<file path="config.mk">
export PLATFORM = sky130hd
export DESIGN_NAME = config_register_bank
export DESIGN_NICKNAME = d
export VERILOG_FILES = /design/src/shared/config_bank_pkg.sv /design/src/logic/config_register_bank.sv
export SDC_FILE = /design/constraint.sdc
export NUM_CORES = 1
export LEC_CHECK = 0
export BUFFER_PORTS_ARGS = -buffer_cell sky130_fd_sc_hd__buf_2
export CAP_MARGIN = 20
export CORE_AREA = 5 5 290 292
export CTS_CLUSTER_SIZE = 10
export DETAILED_ROUTE_END_ITERATION = 10
export DIE_AREA = 0 0 295 297
export PLACE_DENSITY = 0.56
export SETUP_SLACK_MARGIN = 0.5
export SLEW_MARGIN = 20
export SYNTH_ARGS = -nofsm -noshare
export SYNTH_HDL_FRONTEND = slang
export SYNTH_SLANG_ARGS = --single-unit
</file>
<file path="constraint.sdc">
create_clock -name i_clk -period 6 [get_ports i_clk]
set_input_delay 0.3 -clock i_clk [delete_from_list [all_inputs] [get_ports i_clk]]
set_output_delay 0.3 -clock i_clk [all_outputs]
set_load 0.05 [all_outputs]
</file>
<file path="src/shared/config_bank_pkg.sv">
// constants for the processor configuration register bank
// assumes a 64-bit register access port inside the core clock domain
package config_bank_pkg;
   localparam int unsigned ADDR_W = 12;
   localparam int unsigned DATA_W = 64;
   // register offsets in the configuration register space
   localparam logic [11:0] OFS_BUS_FREQUENCY_CONFIG     = 12'h02C;
   localparam logic [11:0] OFS_MICROCODE_LOAD_TRIGGER   = 12'h079;
   localparam logic [11:0] OFS_MICROCODE_SIGNATURE      = 12'h08B;
   localparam logic [11:0] OFS_RANGE_TYPE_CAPABILITIES  = 12'h0FE;
   localparam logic [11:0] OFS_FAST_CALL_CODE_SEGMENT   = 12'h174;
   localparam logic [11:0] OFS_FAST_CALL_STACK_POINTER  = 12'h175;
   localparam logic [11:0] OFS_FAST_CALL_ENTRY_POINT    = 12'h176;
   localparam logic [11:0] OFS_ERROR_CHECK_CAPABILITIES = 12'h179;
   localparam logic [11:0] OFS_ERROR_CHECK_STATE        = 12'h17A;
   localparam logic [11:0] OFS_ERROR_CHECK_ENABLE       = 12'h17B;
   localparam logic [11:0] OFS_ERROR_SAVED_ACCUMULATOR  = 12'h180;
   localparam logic [11:0] OFS_ERROR_SAVED_BASE         = 12'h181;
   localparam logic [11:0] OFS_ERROR_SAVED_COUNT        = 12'h182;
   // bus speed field, older model layout
   localparam int unsigned BUS_SPEED_LSB = 21;
   localparam int unsigned BUS_SPEED_MSB = 23;
   localparam logic [2:0]  BUS_SPEED_100MHZ = 3'h0;
   localparam logic [3:0]  MODEL_LAYOUT_LIMIT = 4'h2;
   // signature field position
   localparam int unsigned SIGNATURE_LSB = 32;
   // saved general register field width
   localparam int unsigned SAVED_W = 32;
   localparam logic [63:0] ZERO64 = 64'h0;
endpackage

</file>
<file path="src/logic/config_register_bank.sv">
// processor configuration register bank: 64-bit registers reached by
// register read and write instructions in the core clock domain
// assumes one access per cycle; reads are answered on the next edge
// Behaviour
// bus speed field bits 23:21, 100 MHz
// that layout only when model below two
// write to trigger starts microcode load
// signature in upper half after identify
// signature stays zero without loaded update
// software zeroes signature before identify
// code segment register for fast calls
// stack pointer register for fast calls
// entry point register for fast entry
// read-only error check capabilities
// read-only error check state
// writable error check enable register
// accumulator captured on error
// base register captured on error
// count register captured on error
// saved fields readable, writable only zero
// reserved bits read zero, ignore writes
`timescale 1ns/1ps
module config_register_bank (
   input  wire logic        i_clk,
   input  wire logic        i_rst,
   input  wire logic        i_wr,
   input  wire logic        i_rd,
   input  wire logic [11:0] i_addr,
   input  wire logic [63:0] i_wdata,
   output logic      [63:0] o_rdata,
   output logic             o_rd_valid,
   output logic             o_rd_error,
   input  wire logic [3:0]  i_model,
   input  wire logic [2:0]  i_bus_speed,
   input  wire logic        i_identify,
   input  wire logic [31:0] i_identify_accumulator,
   input  wire logic        i_update_loaded,
   input  wire logic [31:0] i_update_signature,
   output logic             o_microcode_load_start,
   output logic [63:0]      o_microcode_load_address,
   input  wire logic [63:0] i_error_capabilities,
   input  wire logic [63:0] i_error_state,
   output logic [63:0]      o_error_check_enable,
   input  wire logic        i_error_event,
   input  wire logic [31:0] i_accumulator_register,
   input  wire logic [31:0] i_base_register,
   input  wire logic [31:0] i_count_register,
   output logic [63:0]      o_fast_call_code_segment,
   output logic [63:0]      o_fast_call_stack_pointer,
   output logic [63:0]      o_fast_call_entry_point
);
   typedef enum logic [1:0] {
      LOAD_IDLE  = 2'h0,
      LOAD_START = 2'h1
   } load_state_type;

   load_state_type  load_state;
   load_state_type  next_load_state;
   logic [31:0]     signature;
   logic [31:0]     next_signature;
   logic [63:0]     load_address;
   logic [63:0]     next_load_address;
   logic [63:0]     code_segment;
   logic [63:0]     next_code_segment;
   logic [63:0]     stack_pointer;
   logic [63:0]     next_stack_pointer;
   logic [63:0]     entry_point;
   logic [63:0]     next_entry_point;
   logic [63:0]     check_enable;
   logic [63:0]     next_check_enable;
   logic [31:0]     saved_acc;
   logic [31:0]     next_saved_acc;
   logic [31:0]     saved_base;
   logic [31:0]     next_saved_base;
   logic [31:0]     saved_count;
   logic [31:0]     next_saved_count;
   logic [63:0]     rdata;
   logic [63:0]     next_rdata;
   logic            rd_valid;
   logic            next_rd_valid;
   logic            rd_error;
   logic            next_rd_error;
   logic [63:0]     freq_word;

   // bus speed field, R2: older model layout only
   always_comb begin
      freq_word = config_bank_pkg::ZERO64;
      if (i_model < config_bank_pkg::MODEL_LAYOUT_LIMIT) begin
         freq_word[config_bank_pkg::BUS_SPEED_MSB:config_bank_pkg::BUS_SPEED_LSB] =
            i_bus_speed;
      end
   end

   // register state next values
   always_comb begin
      next_load_state   = LOAD_IDLE;
      next_load_address = load_address;
      next_signature    = signature;
      next_code_segment = code_segment;
      next_stack_pointer = stack_pointer;
      next_entry_point  = entry_point;
      next_check_enable = check_enable;
      next_saved_acc    = saved_acc;
      next_saved_base   = saved_base;
      next_saved_count  = saved_count;
      if (i_wr) begin
         case (i_addr)
            // write triggers update load
            config_bank_pkg::OFS_MICROCODE_LOAD_TRIGGER: begin
               next_load_state   = LOAD_START;
               next_load_address = i_wdata;
            end
            // software may preload zero
            config_bank_pkg::OFS_MICROCODE_SIGNATURE: begin
               next_signature = i_wdata[63:config_bank_pkg::SIGNATURE_LSB];
            end
            // code segment storage
            config_bank_pkg::OFS_FAST_CALL_CODE_SEGMENT: begin
               next_code_segment = i_wdata;
            end
            // stack pointer storage
            config_bank_pkg::OFS_FAST_CALL_STACK_POINTER: begin
               next_stack_pointer = i_wdata;
            end
            // entry point storage
            config_bank_pkg::OFS_FAST_CALL_ENTRY_POINT: begin
               next_entry_point = i_wdata;
            end
            // enable control
            config_bank_pkg::OFS_ERROR_CHECK_ENABLE: begin
               next_check_enable = i_wdata;
            end
            // only zero clears saved state
            config_bank_pkg::OFS_ERROR_SAVED_ACCUMULATOR: begin
               if (i_wdata[31:0] == 32'h0) next_saved_acc = 32'h0;
            end
            config_bank_pkg::OFS_ERROR_SAVED_BASE: begin
               if (i_wdata[31:0] == 32'h0) next_saved_base = 32'h0;
            end
            config_bank_pkg::OFS_ERROR_SAVED_COUNT: begin
               if (i_wdata[31:0] == 32'h0) next_saved_count = 32'h0;
            end
            default: begin
               next_load_state = LOAD_IDLE;
            end
         endcase
      end
      // identify with accumulator one, R5: zero kept without update
      if (i_identify && (i_identify_accumulator == 32'h1) && i_update_loaded) begin
         next_signature = i_update_signature;
      end
      // R14: R15: capture wins over clear
      if (i_error_event) begin
         next_saved_acc   = i_accumulator_register;
         next_saved_base  = i_base_register;
         next_saved_count = i_count_register;
      end
   end

   // read path next values
   always_comb begin
      next_rdata    = config_bank_pkg::ZERO64;
      next_rd_valid = i_rd;
      next_rd_error = 1'b0;
      if (i_rd) begin
         case (i_addr)
            config_bank_pkg::OFS_BUS_FREQUENCY_CONFIG: begin
               next_rdata = freq_word;
            end
            config_bank_pkg::OFS_MICROCODE_LOAD_TRIGGER: begin
               next_rdata = load_address;
            end
            // R17: lower half reads zero
            config_bank_pkg::OFS_MICROCODE_SIGNATURE: begin
               next_rdata = {signature, 32'h0};
            end
            config_bank_pkg::OFS_RANGE_TYPE_CAPABILITIES: begin
               next_rdata = config_bank_pkg::ZERO64;
            end
            config_bank_pkg::OFS_FAST_CALL_CODE_SEGMENT: begin
               next_rdata = code_segment;
            end
            config_bank_pkg::OFS_FAST_CALL_STACK_POINTER: begin
               next_rdata = stack_pointer;
            end
            config_bank_pkg::OFS_FAST_CALL_ENTRY_POINT: begin
               next_rdata = entry_point;
            end
            // capabilities read only
            config_bank_pkg::OFS_ERROR_CHECK_CAPABILITIES: begin
               next_rdata = i_error_capabilities;
            end
            // state read only
            config_bank_pkg::OFS_ERROR_CHECK_STATE: begin
               next_rdata = i_error_state;
            end
            config_bank_pkg::OFS_ERROR_CHECK_ENABLE: begin
               next_rdata = check_enable;
            end
            // R17: saved fields, upper half zero
            config_bank_pkg::OFS_ERROR_SAVED_ACCUMULATOR: begin
               next_rdata = {32'h0, saved_acc};
            end
            config_bank_pkg::OFS_ERROR_SAVED_BASE: begin
               next_rdata = {32'h0, saved_base};
            end
            config_bank_pkg::OFS_ERROR_SAVED_COUNT: begin
               next_rdata = {32'h0, saved_count};
            end
            default: begin
               next_rd_error = 1'b1;
            end
         endcase
      end
   end

   always_ff @(posedge i_clk) begin
      if (i_rst) begin
         load_state    <= LOAD_IDLE;
         load_address  <= 64'h0;
         signature     <= 32'h0;
         code_segment  <= 64'h0;
         stack_pointer <= 64'h0;
         entry_point   <= 64'h0;
         check_enable  <= 64'h0;
         saved_acc     <= 32'h0;
         saved_base    <= 32'h0;
         saved_count   <= 32'h0;
         rdata         <= 64'h0;
         rd_valid      <= 1'b0;
         rd_error      <= 1'b0;
      end else begin
         load_state    <= next_load_state;
         load_address  <= next_load_address;
         signature     <= next_signature;
         code_segment  <= next_code_segment;
         stack_pointer <= next_stack_pointer;
         entry_point   <= next_entry_point;
         check_enable  <= next_check_enable;
         saved_acc     <= next_saved_acc;
         saved_base    <= next_saved_base;
         saved_count   <= next_saved_count;
         rdata         <= next_rdata;
         rd_valid      <= next_rd_valid;
         rd_error      <= next_rd_error;
      end
   end

   assign o_rdata                   = rdata;
   assign o_rd_valid                = rd_valid;
   assign o_rd_error                = rd_error;
   assign o_microcode_load_start    = (load_state == LOAD_START);
   assign o_microcode_load_address  = load_address;
   assign o_error_check_enable      = check_enable;
   assign o_fast_call_code_segment  = code_segment;
   assign o_fast_call_stack_pointer = stack_pointer;
   assign o_fast_call_entry_point   = entry_point;

   property p_load_start;
      @(posedge i_clk) disable iff (i_rst)
      (i_wr && i_addr == config_bank_pkg::OFS_MICROCODE_LOAD_TRIGGER)
         |=> o_microcode_load_start && o_microcode_load_address == $past(i_wdata);
   endproperty
   a_load_start: assert property (p_load_start) else $error("load not started");

   property p_signature_load;
      @(posedge i_clk) disable iff (i_rst)
      (i_identify && i_identify_accumulator == 32'h1 && i_update_loaded && !i_error_event)
         ##1 (i_rd && i_addr == config_bank_pkg::OFS_MICROCODE_SIGNATURE && !i_identify)
         |=> o_rdata == {$past(i_update_signature, 2), 32'h0};
   endproperty
   a_signature_load: assert property (p_signature_load) else $error("bad signature");

   property p_signature_zero;
      @(posedge i_clk) disable iff (i_rst)
      (i_wr && i_addr == config_bank_pkg::OFS_MICROCODE_SIGNATURE
         && i_wdata[63:32] == 32'h0 && !(i_identify && i_update_loaded))
         ##1 (i_rd && i_addr == config_bank_pkg::OFS_MICROCODE_SIGNATURE
         && !(i_identify && i_update_loaded)) |=> o_rdata == 64'h0;
   endproperty
   a_signature_zero: assert property (p_signature_zero) else $error("signature not zero");

   property p_code_segment;
      @(posedge i_clk) disable iff (i_rst)
      (i_wr && i_addr == config_bank_pkg::OFS_FAST_CALL_CODE_SEGMENT)
         |=> o_fast_call_code_segment == $past(i_wdata);
   endproperty
   a_code_segment: assert property (p_code_segment) else $error("code segment lost");

   property p_stack_pointer;
      @(posedge i_clk) disable iff (i_rst)
      (i_wr && i_addr == config_bank_pkg::OFS_FAST_CALL_STACK_POINTER)
         |=> o_fast_call_stack_pointer == $past(i_wdata);
   endproperty
   a_stack_pointer: assert property (p_stack_pointer) else $error("stack pointer lost");

   property p_entry_point;
      @(posedge i_clk) disable iff (i_rst)
      (i_wr && i_addr == config_bank_pkg::OFS_FAST_CALL_ENTRY_POINT)
         |=> o_fast_call_entry_point == $past(i_wdata);
   endproperty
   a_entry_point: assert property (p_entry_point) else $error("entry point lost");

   property p_enable;
      @(posedge i_clk) disable iff (i_rst)
      (i_wr && i_addr == config_bank_pkg::OFS_ERROR_CHECK_ENABLE)
         |=> o_error_check_enable == $past(i_wdata);
   endproperty
   a_enable: assert property (p_enable) else $error("enable not stored");

   property p_capture;
      @(posedge i_clk) disable iff (i_rst)
      i_error_event ##1 (i_rd && i_addr == config_bank_pkg::OFS_ERROR_SAVED_ACCUMULATOR
         && !i_error_event && !i_wr) |=> o_rdata == {32'h0, $past(i_accumulator_register, 2)};
   endproperty
   a_capture: assert property (p_capture) else $error("accumulator not saved");

   property p_freq;
      @(posedge i_clk) disable iff (i_rst)
      (i_rd && i_addr == config_bank_pkg::OFS_BUS_FREQUENCY_CONFIG)
         |=> o_rdata[20:0] == 21'h0 && o_rdata[63:24] == 40'h0 && o_rd_valid;
   endproperty
   a_freq: assert property (p_freq) else $error("reserved bits set");

   property p_unmapped;
      @(posedge i_clk) disable iff (i_rst)
      (i_rd && i_addr == 12'h000) |=> o_rd_error && o_rdata == 64'h0;
   endproperty
   a_unmapped: assert property (p_unmapped) else $error("unmapped read accepted");

   c_load: cover property (@(posedge i_clk) disable iff (i_rst) o_microcode_load_start);
   c_error: cover property (@(posedge i_clk) disable iff (i_rst) i_error_event ##1 i_rd);
   c_ident: cover property (@(posedge i_clk) disable iff (i_rst)
      i_identify && i_update_loaded);
endmodule

</file>
After elaboration in Yosys (flattened, before gate mapping)
Cells that the tools add are included.
{"block": "classes", "n_mul": 0, "shift": 0, "muxes": 17, "bitwise_logic": 2, "addsub": 0, "reduce_logical": 22, "magnitude_cmp": 1, "eq_ne": 15, "div_mod_pow": 0}
{"operator": "one-hot mux 64 bit (12 select lines)", "n": 1}
{"operator": "2-to-1 mux 32 bit", "n": 13}
{"operator": "== test 12 x 9 -> 1 bit (second input constant)", "n": 9}
{"operator": "== test 32 x 1 -> 1 bit (second input constant)", "n": 1}
{"operator": "zero test 32 bit", "n": 1}
{"operator": "== test 12 x 8 -> 1 bit (second input constant)", "n": 2}
{"operator": "nonzero test 2 bit", "n": 7}
{"operator": "OR reduction 13 bit", "n": 1}
{"operator": "== test 12 x 6 -> 1 bit (second input constant)", "n": 1}
{"operator": "== test 12 x 7 -> 1 bit (second input constant)", "n": 1}
{"operator": "AND reduction 2 bit", "n": 6}
{"operator": "AND reduction 3 bit", "n": 3}
{"operator": "< comparator 4 x 2 -> 1 bit (second input constant)", "n": 1}
{"operator": "OR reduction 2 bit", "n": 2}
{"operator": "2-to-1 mux 3 bit", "n": 1}
{"operator": "== test 2 x 1 -> 1 bit (second input constant)", "n": 1}
{"operator": "logical AND 1 bit", "n": 2}
{"operator": "2-to-1 mux 1 bit", "n": 2}
{"operator": "NOT 1 bit", "n": 2}
{"block": "word_totals", "ramBits": 0, "romBits": 0, "output_inout_bits": 387, "latch_bits": 0, "inputBits": 378, "mem_count": 0, "ff_bits": 516}

Longest topological paths before layout
Gate-level depths: netlist (run 1).
{"block": "depth", "ltp_word": 5, "ltp_mapped": 10}

Worst setup path before layout (run 1)
OpenSTA, ideal clock, no wires.
{"block": "synth_timing", "path_kind": "input to register", "startpoint": "input i_addr[9]", "endpoint": "register signature[10]", "path_buffers": 1, "t_required_ns": 5.914, "arrival_time_ns": 2.004, "slack_ns": 3.911, "setup_time_ns": 0.086, "cell_stages": 6, "cell_sequence": "or4_4 > nor4b_4 > nand2_2 > buf_6 > mux2i_1 > a211oi_1"}
{"block": "synth_between", "elab_chain_cells": 3}
{"element": "start, declared", "line": "config_register_bank.sv:28", "text": "input wire logic [11:0] i_addr,"}
{"element": "== test 12 x 8 -> 1 bit", "line": "config_register_bank.sv:107", "text": "case (i_addr)"}
{"element": "nonzero test 2 bit (no source line)"}
{"element": "AND reduction 2 bit (no source line)"}
{"element": "end signal, assigned", "line": "config_register_bank.sv:235", "text": "signature <= next_signature;"}
{"element": "end, declared", "line": "config_register_bank.sv:59", "text": "logic [31:0] signature;"}
No other way between the ends.
A chain may end at the register's enable or synchronous reset.

Worst setup path after layout (run 1)
{"block": "layout_timing", "startpoint": "input i_addr[7]", "endpoint": "register code_segment[33], in the netlist o_fast_call_code_segment[33]"}
{"block": "layout_between", "elab_chain_cells": 2}
{"element": "== test 12 x 9 -> 1 bit", "line": "config_register_bank.sv:107"}
{"element": "AND reduction 2 bit (no source line)"}
{"element": "end signal, assigned", "line": "config_register_bank.sv:236", "text": "code_segment <= next_code_segment;"}
{"element": "end, declared", "line": "config_register_bank.sv:63", "text": "logic [63:0] code_segment;"}
No other way between the ends.

==> implementation parameters, run 1 <==
Parameter                              Value

Outcome
  Status    completed

Placement
  Final estimated routing congestion in global placement    ~0.84
  Port buffer count    763
  Worst slack at placement    2.26 ns
  Post-detail-place hpwl    76600 um

Logic synthesis
  Flip-flop and latch count after synthesis    515
  Cells after synthesis    2511
  Mapped Area    about 21000 um2
  Ys flop type    sky130_fd_sc_hd__dfxtp_1
  Net count after synthesis    just under 3000
  Yosys cell types    between 40 and 50
  Post-synth EDFFs    0
  Share of flip-flops with an asynchronous set or reset after synthesis    0
  Mean post-synth cell area    8.49 um2
  Post-synthesis sequential area ratio    0.483
  Yosys warnings    0

Clocking
  Buffers inserted during post-CTS setup optimization    0
  Number of levels in the clock H-tree    2
  Clk buf depth    3
  Resized cells post-CTS    0
  TritonCTS Sinks    approximately 520
  Clock insertion delay at the later pin of the skew report    0.62 ns
  Cell at the root of the clock tree    sky130_fd_sc_hd__clkbuf_16
  Num CTS Buffers    61
  CTS tree    done
  Clock edge transition at the registers on the reported setup and hold paths    0.06 ns

Setup path
  Maximum fanout along the worst path    64
  Worst Setup Start Kind    input port
  Data required, critical path    6.45 ns
  Kind of end point of the critical path    register
  Data arrival, critical path    4.18 ns
  Delay of the slowest critical-path stage    0.79 ns
  Total stage count of the critical path    10
  CP Cell Sequence    dlygate4sd3_1, buf_2, or3b_1, nor3_4, buf_4, buf_4, nand3_4, buf_4, nand2_1, a21oi_1
  Sum of buffers and inverters on the critical path    5
  Largest delay contributor family on the critical path    buffers and inverters
  Path type of the worst setup path    in -> reg
  Master of the slowest instance on the critical path    sky130_fd_sc_hd__or3b_1
  Most common cell on crit path    sky130_fd_sc_hd__buf_4
  R2R cell count    4

STA
  Setup tns final    0 ns
  Largest clock skew in the final design    between 0.015 and 0.02 ns
  Final critical-path required period    3.73 ns
  Setup slack of the critical path after layout    2.27 ns
  Worst-margin pin slew    ~1.1 ns
  Peak clock frequency supported by timing    approximately 270 MHz
  Endpoints failing hold    0
  RSZ-0062 raised after global routing    no
  Final worst-path cycle share    0.622
  Number of failing setup endpoints in the final timing report    0
  Rel. slew slack    0.262
  Max-slew violation count    0
  Post-route worst hold slack    ~0.046 ns

Floorplan
  Die width    295 um
  Floorplan core area    81300 um2
  Die ar.    87600 um2
  Io pins    approximately 770
  Vertical extent of the die    just under 300 um
  Row cnt    ~110
  Effective utilization at floorplan    0.262

Worst hold path
  Path category of the worst min-delay check    in -> reg
  Worst hold path stage count    3

Power
  IR Drop Worst-Case VDD    0.211 mV
  Total power divided by cell area    249 nW/um2
  Leak pwr    12.4 nW

Cells and area
  NumNets Final    3750
  Area grow syn2layout    40.5%
  Proportion of layout cells with a drive suffix above 1    0.276

Routing
  Count of nets left with antenna violations after detail routing    0
  Iter 0 DRT Violations    2266
  Average wire per cell in the routed design    26.0 um
  Overall routed net length    about 120000 um
  Detailed-routing iteration count for the pre-antenna-repair pass    8
  Vias per Instance    5.25
  DRC errors left    0
  Vias after detailed routing    about 23000

Global routing
  Antenna violations before repair    14
  Most Crowded Layer GR    met2
  Pin count of the biggest net entering global routing    162
  GR Layer Usage met1    0.304
  First-pass GRT wire length    164000 um
  Total congestion overflow after global routing    0
  Number of global-route vias before repair    23197
  Total GRT Usage    0.249
  Met3 global-route usage    0.0626
  GR Util met2    0.425

Flow run
  Count of max-cap constraint violations    0
[flip-flops by register name, summed over array words and instances, names as in the netlist, 64 cells and up]
name / cells
o_error_check_enable: 64
o_fast_call_stack_pointer: 64
o_rdata: 64
o_microcode_load_address: 64
o_fast_call_code_segment: 64
o_fast_call_entry_point: 64
[what timing repair did]
item / CTS / global route
endpoints found under the setup margin: 0 / 0
hold endpoints to repair: 462 / 0
hold buffers: 212 / 0
[logic make-up after synthesis]
family | after synthesis | share of synthesized area
buf+inv | 228 | 0.0492
flops | 515 | 0.483
simple gates | 846 | 0.162
compound gates | 800 | 0.247
mux | 122 | 0.0578
[cell usage in the layout (no fill, tap or decap), types with 4 or more instances in the layout]
cell type                         n
sky130_fd_sc_hd__nor4_1          13
sky130_fd_sc_hd__nand2_1        710
sky130_fd_sc_hd__dlygate4sd3_1  212
sky130_fd_sc_hd__a222oi_1        72
sky130_fd_sc_hd__mux2i_1        113
sky130_fd_sc_hd__nor2_1          40
sky130_fd_sc_hd__clkbuf_1        10
sky130_fd_sc_hd__clkbuf_8         6
sky130_fd_sc_hd__a2bb2oi_1        4
sky130_fd_sc_hd__mux2_2           9
sky130_fd_sc_hd__o2bb2ai_1        5
sky130_fd_sc_hd__a21oi_1        377
sky130_fd_sc_hd__a211oi_1        34
sky130_fd_sc_hd__a22o_1         165
sky130_fd_sc_hd__buf_2          760
sky130_fd_sc_hd__o21ai_0         74
sky130_fd_sc_hd__nor4b_1          5
sky130_fd_sc_hd__dfxtp_1        515
sky130_fd_sc_hd__buf_4           48
sky130_fd_sc_hd__nand3_1         27
sky130_fd_sc_hd__nor3_1           4
sky130_fd_sc_hd__a22oi_1         52
sky130_fd_sc_hd__a31oi_1          9
sky130_fd_sc_hd__diode_2          5
sky130_fd_sc_hd__clkbuf_16       63
[through the flow]
stage	util	instance area (um2)	instances	power, W
finish	0.369	30000	4469	0.00747
global route	0.368	30000	4465	0.00772
CTS	0.368	29900	4462	0.00755
detailed placement	0.320	26100	4165	0.00401
global placement	0.320	26000	4164	0.00401
floorplan	-	21300	2511	0.00373
[tightest hold or removal path, cell delays in order]
cell and delay, ns:
sky130_fd_sc_hd__buf_2 0.08, sky130_fd_sc_hd__a22oi_1 0.08, sky130_fd_sc_hd__a31oi_1 0.16
[report_power, final]
group	leakage (nW)	switching, W	total (W)	internal (W)
registers	4.17	0.0000210	0.00348	0.00346
logic	7.35	0.000318	0.000578	0.000260
clock network	0.849	0.00148	0.00342	0.00194
total	12.4	0.00182	0.00747	0.00566
[cell usage after synthesis (9+ instances only)]
master / count / area share
sky130_fd_sc_hd__nand2_1: 712 / 0.13
sky130_fd_sc_hd__a22o_1: 165 / 0.068
sky130_fd_sc_hd__buf_6: 16 / 0.0084
sky130_fd_sc_hd__nor2_1: 42 / 0.0074
sky130_fd_sc_hd__buf_1: 13 / 0.0023
sky130_fd_sc_hd__a31oi_1: 9 / 0.0026
sky130_fd_sc_hd__nor4_1: 16 / 0.0047
sky130_fd_sc_hd__mux2i_1: 113 / 0.053
sky130_fd_sc_hd__a211oi_1: 34 / 0.012
sky130_fd_sc_hd__a22oi_1: 52 / 0.018
sky130_fd_sc_hd__o21ai_0: 74 / 0.017
sky130_fd_sc_hd__buf_2: 53 / 0.012
sky130_fd_sc_hd__mux2_2: 9 / 0.0048
sky130_fd_sc_hd__nand3_1: 30 / 0.0070
sky130_fd_sc_hd__a21oi_1: 380 / 0.089
sky130_fd_sc_hd__a222oi_1: 72 / 0.034
sky130_fd_sc_hd__clkbuf_1: 144 / 0.025
sky130_fd_sc_hd__dfxtp_1: 515 / 0.48
[final timing paths]
kind	from	endpoint	slack [ns]
setup / recovery	i_addr[7]	o_fast_call_code_segment[33]	2.27
setup reg to reg	saved_count[0]	o_rdata[0]	4.48
hold reg to reg	o_fast_call_entry_point[55]	o_fast_call_entry_point[55]	0.46
hold / removal	i_error_state[43]	o_rdata[43]	0.05
[cell type report]
cell class | count | area [um2]
Antenna cell | 5 | 12.5
Clock buffer | 79 | 1700
Clock inverter | 6 | 42.5
Fill cell | 8371 | 51400
Multi-Input combinational cell | 1768 | 10200
Sequential cell | 515 | 10300
Tap cell | 1070 | 1340
Timing Repair Buffer | 1026 | 6400
[layer usage]
layer  wire (um)  share of wire
met1       45300           0.39
met2       55200           0.47
met3       10900          0.094
met4        4840          0.042
met5         105        0.00090
No activity file was read; power rests on OpenSTA's default activity.
==> inputs of run 2 (changes only) <==
Clock period 6 ns to 3.65 ns, I/O delays scaled along.
==> implementation parameters, run 2 (same netlist as run 1, synthesis figures left out) <==
Parameter                              Value

Global routing
  Pin count of the biggest net entering global routing    138 (was 162)
  First-pass GRT wire length    166000 um (was 164000 um)
  Total GRT Usage    0.252 (was 0.249)
  Total congestion overflow after global routing    0 (unchanged)
  Antenna violations before repair    18 (was 14)
  Number of global-route vias before repair    23808 (was 23197)

Clocking
  Num CTS Buffers    61 (unchanged)
  Clock edge transition at the registers on the reported setup and hold paths    0.06 ns (about the same)
  Number of levels in the clock H-tree    2 (unchanged)
  Cell at the root of the clock tree    sky130_fd_sc_hd__clkbuf_16 (unchanged)
  Clock insertion delay at the later pin of the skew report    0.62 ns (about the same)
  TritonCTS Sinks    515 (unchanged)
  Buffers inserted during post-CTS setup optimization    0 (unchanged)
  Clk buf depth    3 (unchanged)
  CTS tree    done (unchanged)

STA
  Rel. slew slack    0.215 (was 0.262)
  Peak clock frequency supported by timing    about 330 MHz
  Max-slew violation count    0 (unchanged)
  Setup tns final    0 ns (unchanged)
  Worst-margin pin slew    1.18 ns (was 1.11 ns)
  Final critical-path required period    3.00 ns
  Endpoints failing hold    0 (unchanged)
  Number of failing setup endpoints in the final timing report    0 (unchanged)
  Largest clock skew in the final design    0.0157 ns (was 0.0150 ns)
  RSZ-0062 raised after global routing    no (unchanged)
  Final worst-path cycle share    0.821

Routing
  Average wire per cell in the routed design    25.8 um (was 26.0 um)
  Vias after detailed routing    24052 (was 23466)
  Detailed-routing iteration count for the pre-antenna-repair pass    8 (unchanged)
  Count of nets left with antenna violations after detail routing    0 (unchanged)
  DRC errors left    0 (unchanged)
  Overall routed net length    118000 um (was 116000 um)
  Iter 0 DRT Violations    2391 (was 2266)
  Vias per Instance    5.27 (was 5.25)

Floorplan
  Die width    295 um (unchanged)
  Floorplan core area    81300 um2 (unchanged)
  Effective utilization at floorplan    0.262 (unchanged)
  Io pins    765 (unchanged)
  Row cnt    105 (unchanged)
  Die ar.    87600 um2 (unchanged)
  Vertical extent of the die    297 um (unchanged)

Outcome
  Status    completed (unchanged)

Setup path
  Kind of end point of the critical path    register (unchanged)
  Timing startpoint of the critical path    i_addr[4] (was i_addr[7])
  Critical register-to-register path endpoint    o_rdata[55] (was o_rdata[0])
  Data arrival, critical path    3.56 ns (was 4.18 ns)
  Worst Setup Start Kind    input port (unchanged)
  Path type of the worst setup path    in -> reg (unchanged)
  Start of the worst register-to-register path    o_fast_call_code_segment[55] (was saved_count[0])
  Maximum fanout along the worst path    17 (was 64)
  Register-to-register setup slack    1.96 ns (was 4.48 ns)
  Crit path capture    signature[17] (was o_fast_call_code_segment[33])
  R2R cell count    5 (was 4)
  Data required, critical path    4.21 ns (was 6.45 ns)

Cells and area
  Area grow syn2layout    45.2% (was 40.5%)
  Commonest non-fill, non-tap cell in the layout    sky130_fd_sc_hd__buf_2 (unchanged)
  NumNets Final    3833 (was 3750)
  Utilization after layout    0.381 (was 0.369)
  Proportion of layout cells with a drive suffix above 1    0.273 (was 0.276)
  Number of fill cells in the layout    8342 (was 8371)
  Commonest non-fill, non-tap cells in the layout    760 x sky130_fd_sc_hd__buf_2, 710 x sky130_fd_sc_hd__nand2_1, 515 x sky130_fd_sc_hd__dfxtp_1 (unchanged)

Worst hold path
  Path category of the worst min-delay check    in -> reg (unchanged)
  Min-Delay Startpoint    i_error_state[43] (unchanged)

Placement
  Post-detail-place hpwl    77600 um (was 76600 um)
  Final estimated routing congestion in global placement    0.852 (was 0.840)
  Port buffer count    763 (unchanged)

Power
  Leak pwr    12.9 nW (was 12.4 nW)
  Total power divided by cell area    401 nW/um2 (was 249 nW/um2)
  IR Drop Worst-Case VDD    0.345 mV (was 0.211 mV)

Flow run
  Count of max-cap constraint violations    0 (unchanged)
## run 2: cell count changes in the layout (fill, tap and decap cells not counted)
cell / delta
sky130_fd_sc_hd__dlygate4sd3_1: +64
sky130_fd_sc_hd__buf_12: +16
sky130_fd_sc_hd__clkbuf_1: +12
sky130_fd_sc_hd__buf_4: +4
sky130_fd_sc_hd__clkinvlp_4: -2
sky130_fd_sc_hd__diode_2: +2
sky130_fd_sc_hd__buf_16: -1
sky130_fd_sc_hd__bufinv_16: +1
sky130_fd_sc_hd__clkbuf_8: -1
sky130_fd_sc_hd__clkinv_2: +1
sky130_fd_sc_hd__inv_6: -1
sky130_fd_sc_hd__nor4_2: +1
sky130_fd_sc_hd__nor4_4: -1
## run 2: cell type report
type | instances | area (um2) | area share
sequential | 515 | 10300 | 0.333
multi-input combinational | 1768 | 10200 | 0.328
timing repair buffer | 1109 | 7360 | 0.238
clock buffer | 90 | 1730 | 0.0558
tap | 1070 | 1340 | 0.0432
clock inverter | 5 | 53.8 | 0.00174
antenna | 7 | 17.5 | 0.000566
## run 2: stage by stage
stage,std cells,instance area (um2),total power (W),setup slack [ns],hold slack [ns]
after floorplan,2511,21300,0.00613,1.68,0.308
final,4564,31000,0.0124,0.653,0.0231
after global routing,4559,31000,0.0128,0.628,0.00222
after CTS,4557,31000,0.0125,0.902,0.000993
after global placement,4186,26400,0.00661,0.691,0.393
after detailed placement,4186,26400,0.00661,0.700,0.395
## run 2: report_power, final
part           switching, W  internal (W)
Sequential        0.0000343       0.00569
Clock               0.00244       0.00328
Combinational      0.000534      0.000459
Total               0.00301       0.00942
## run 2: how the worst min path moves through the flow
| stage | endpoint | depth (start not counted) |
|---|---|---|
| floorplan | o_rd_valid | 1 |
| global placement | saved_acc[25] | 2 |
| detailed placement | saved_acc[19] | 2 |
| CTS | o_rdata[62] | 4 |
| global route | o_rdata[63] | 3 |
| finish | o_rdata[43] | 3 |
## run 2: critical path, stage by stage
cell                            delay, ns
sky130_fd_sc_hd__buf_2               0.12
sky130_fd_sc_hd__nor4b_1             0.74
sky130_fd_sc_hd__nor4b_4             0.46
sky130_fd_sc_hd__nand2_2             0.56
sky130_fd_sc_hd__buf_12              0.39
sky130_fd_sc_hd__mux2i_1             0.14
sky130_fd_sc_hd__a211oi_1            0.33
sky130_fd_sc_hd__dlygate4sd3_1       0.61
## run 2: what timing repair did
item	in CTS	in global routing
gates resized for setup	0	0
hold buffers	276	0
endpoints found under the hold margin	494	0
## run 2: layer usage
metal,up-vias,track usage,part of all wire
met2,1333,0.428,0.47
met3,294,0.0603,0.089
li1,10840,-,-
met1,11569,0.309,0.40
met4,16,0.0929,0.040
met5,-,0,0.0010
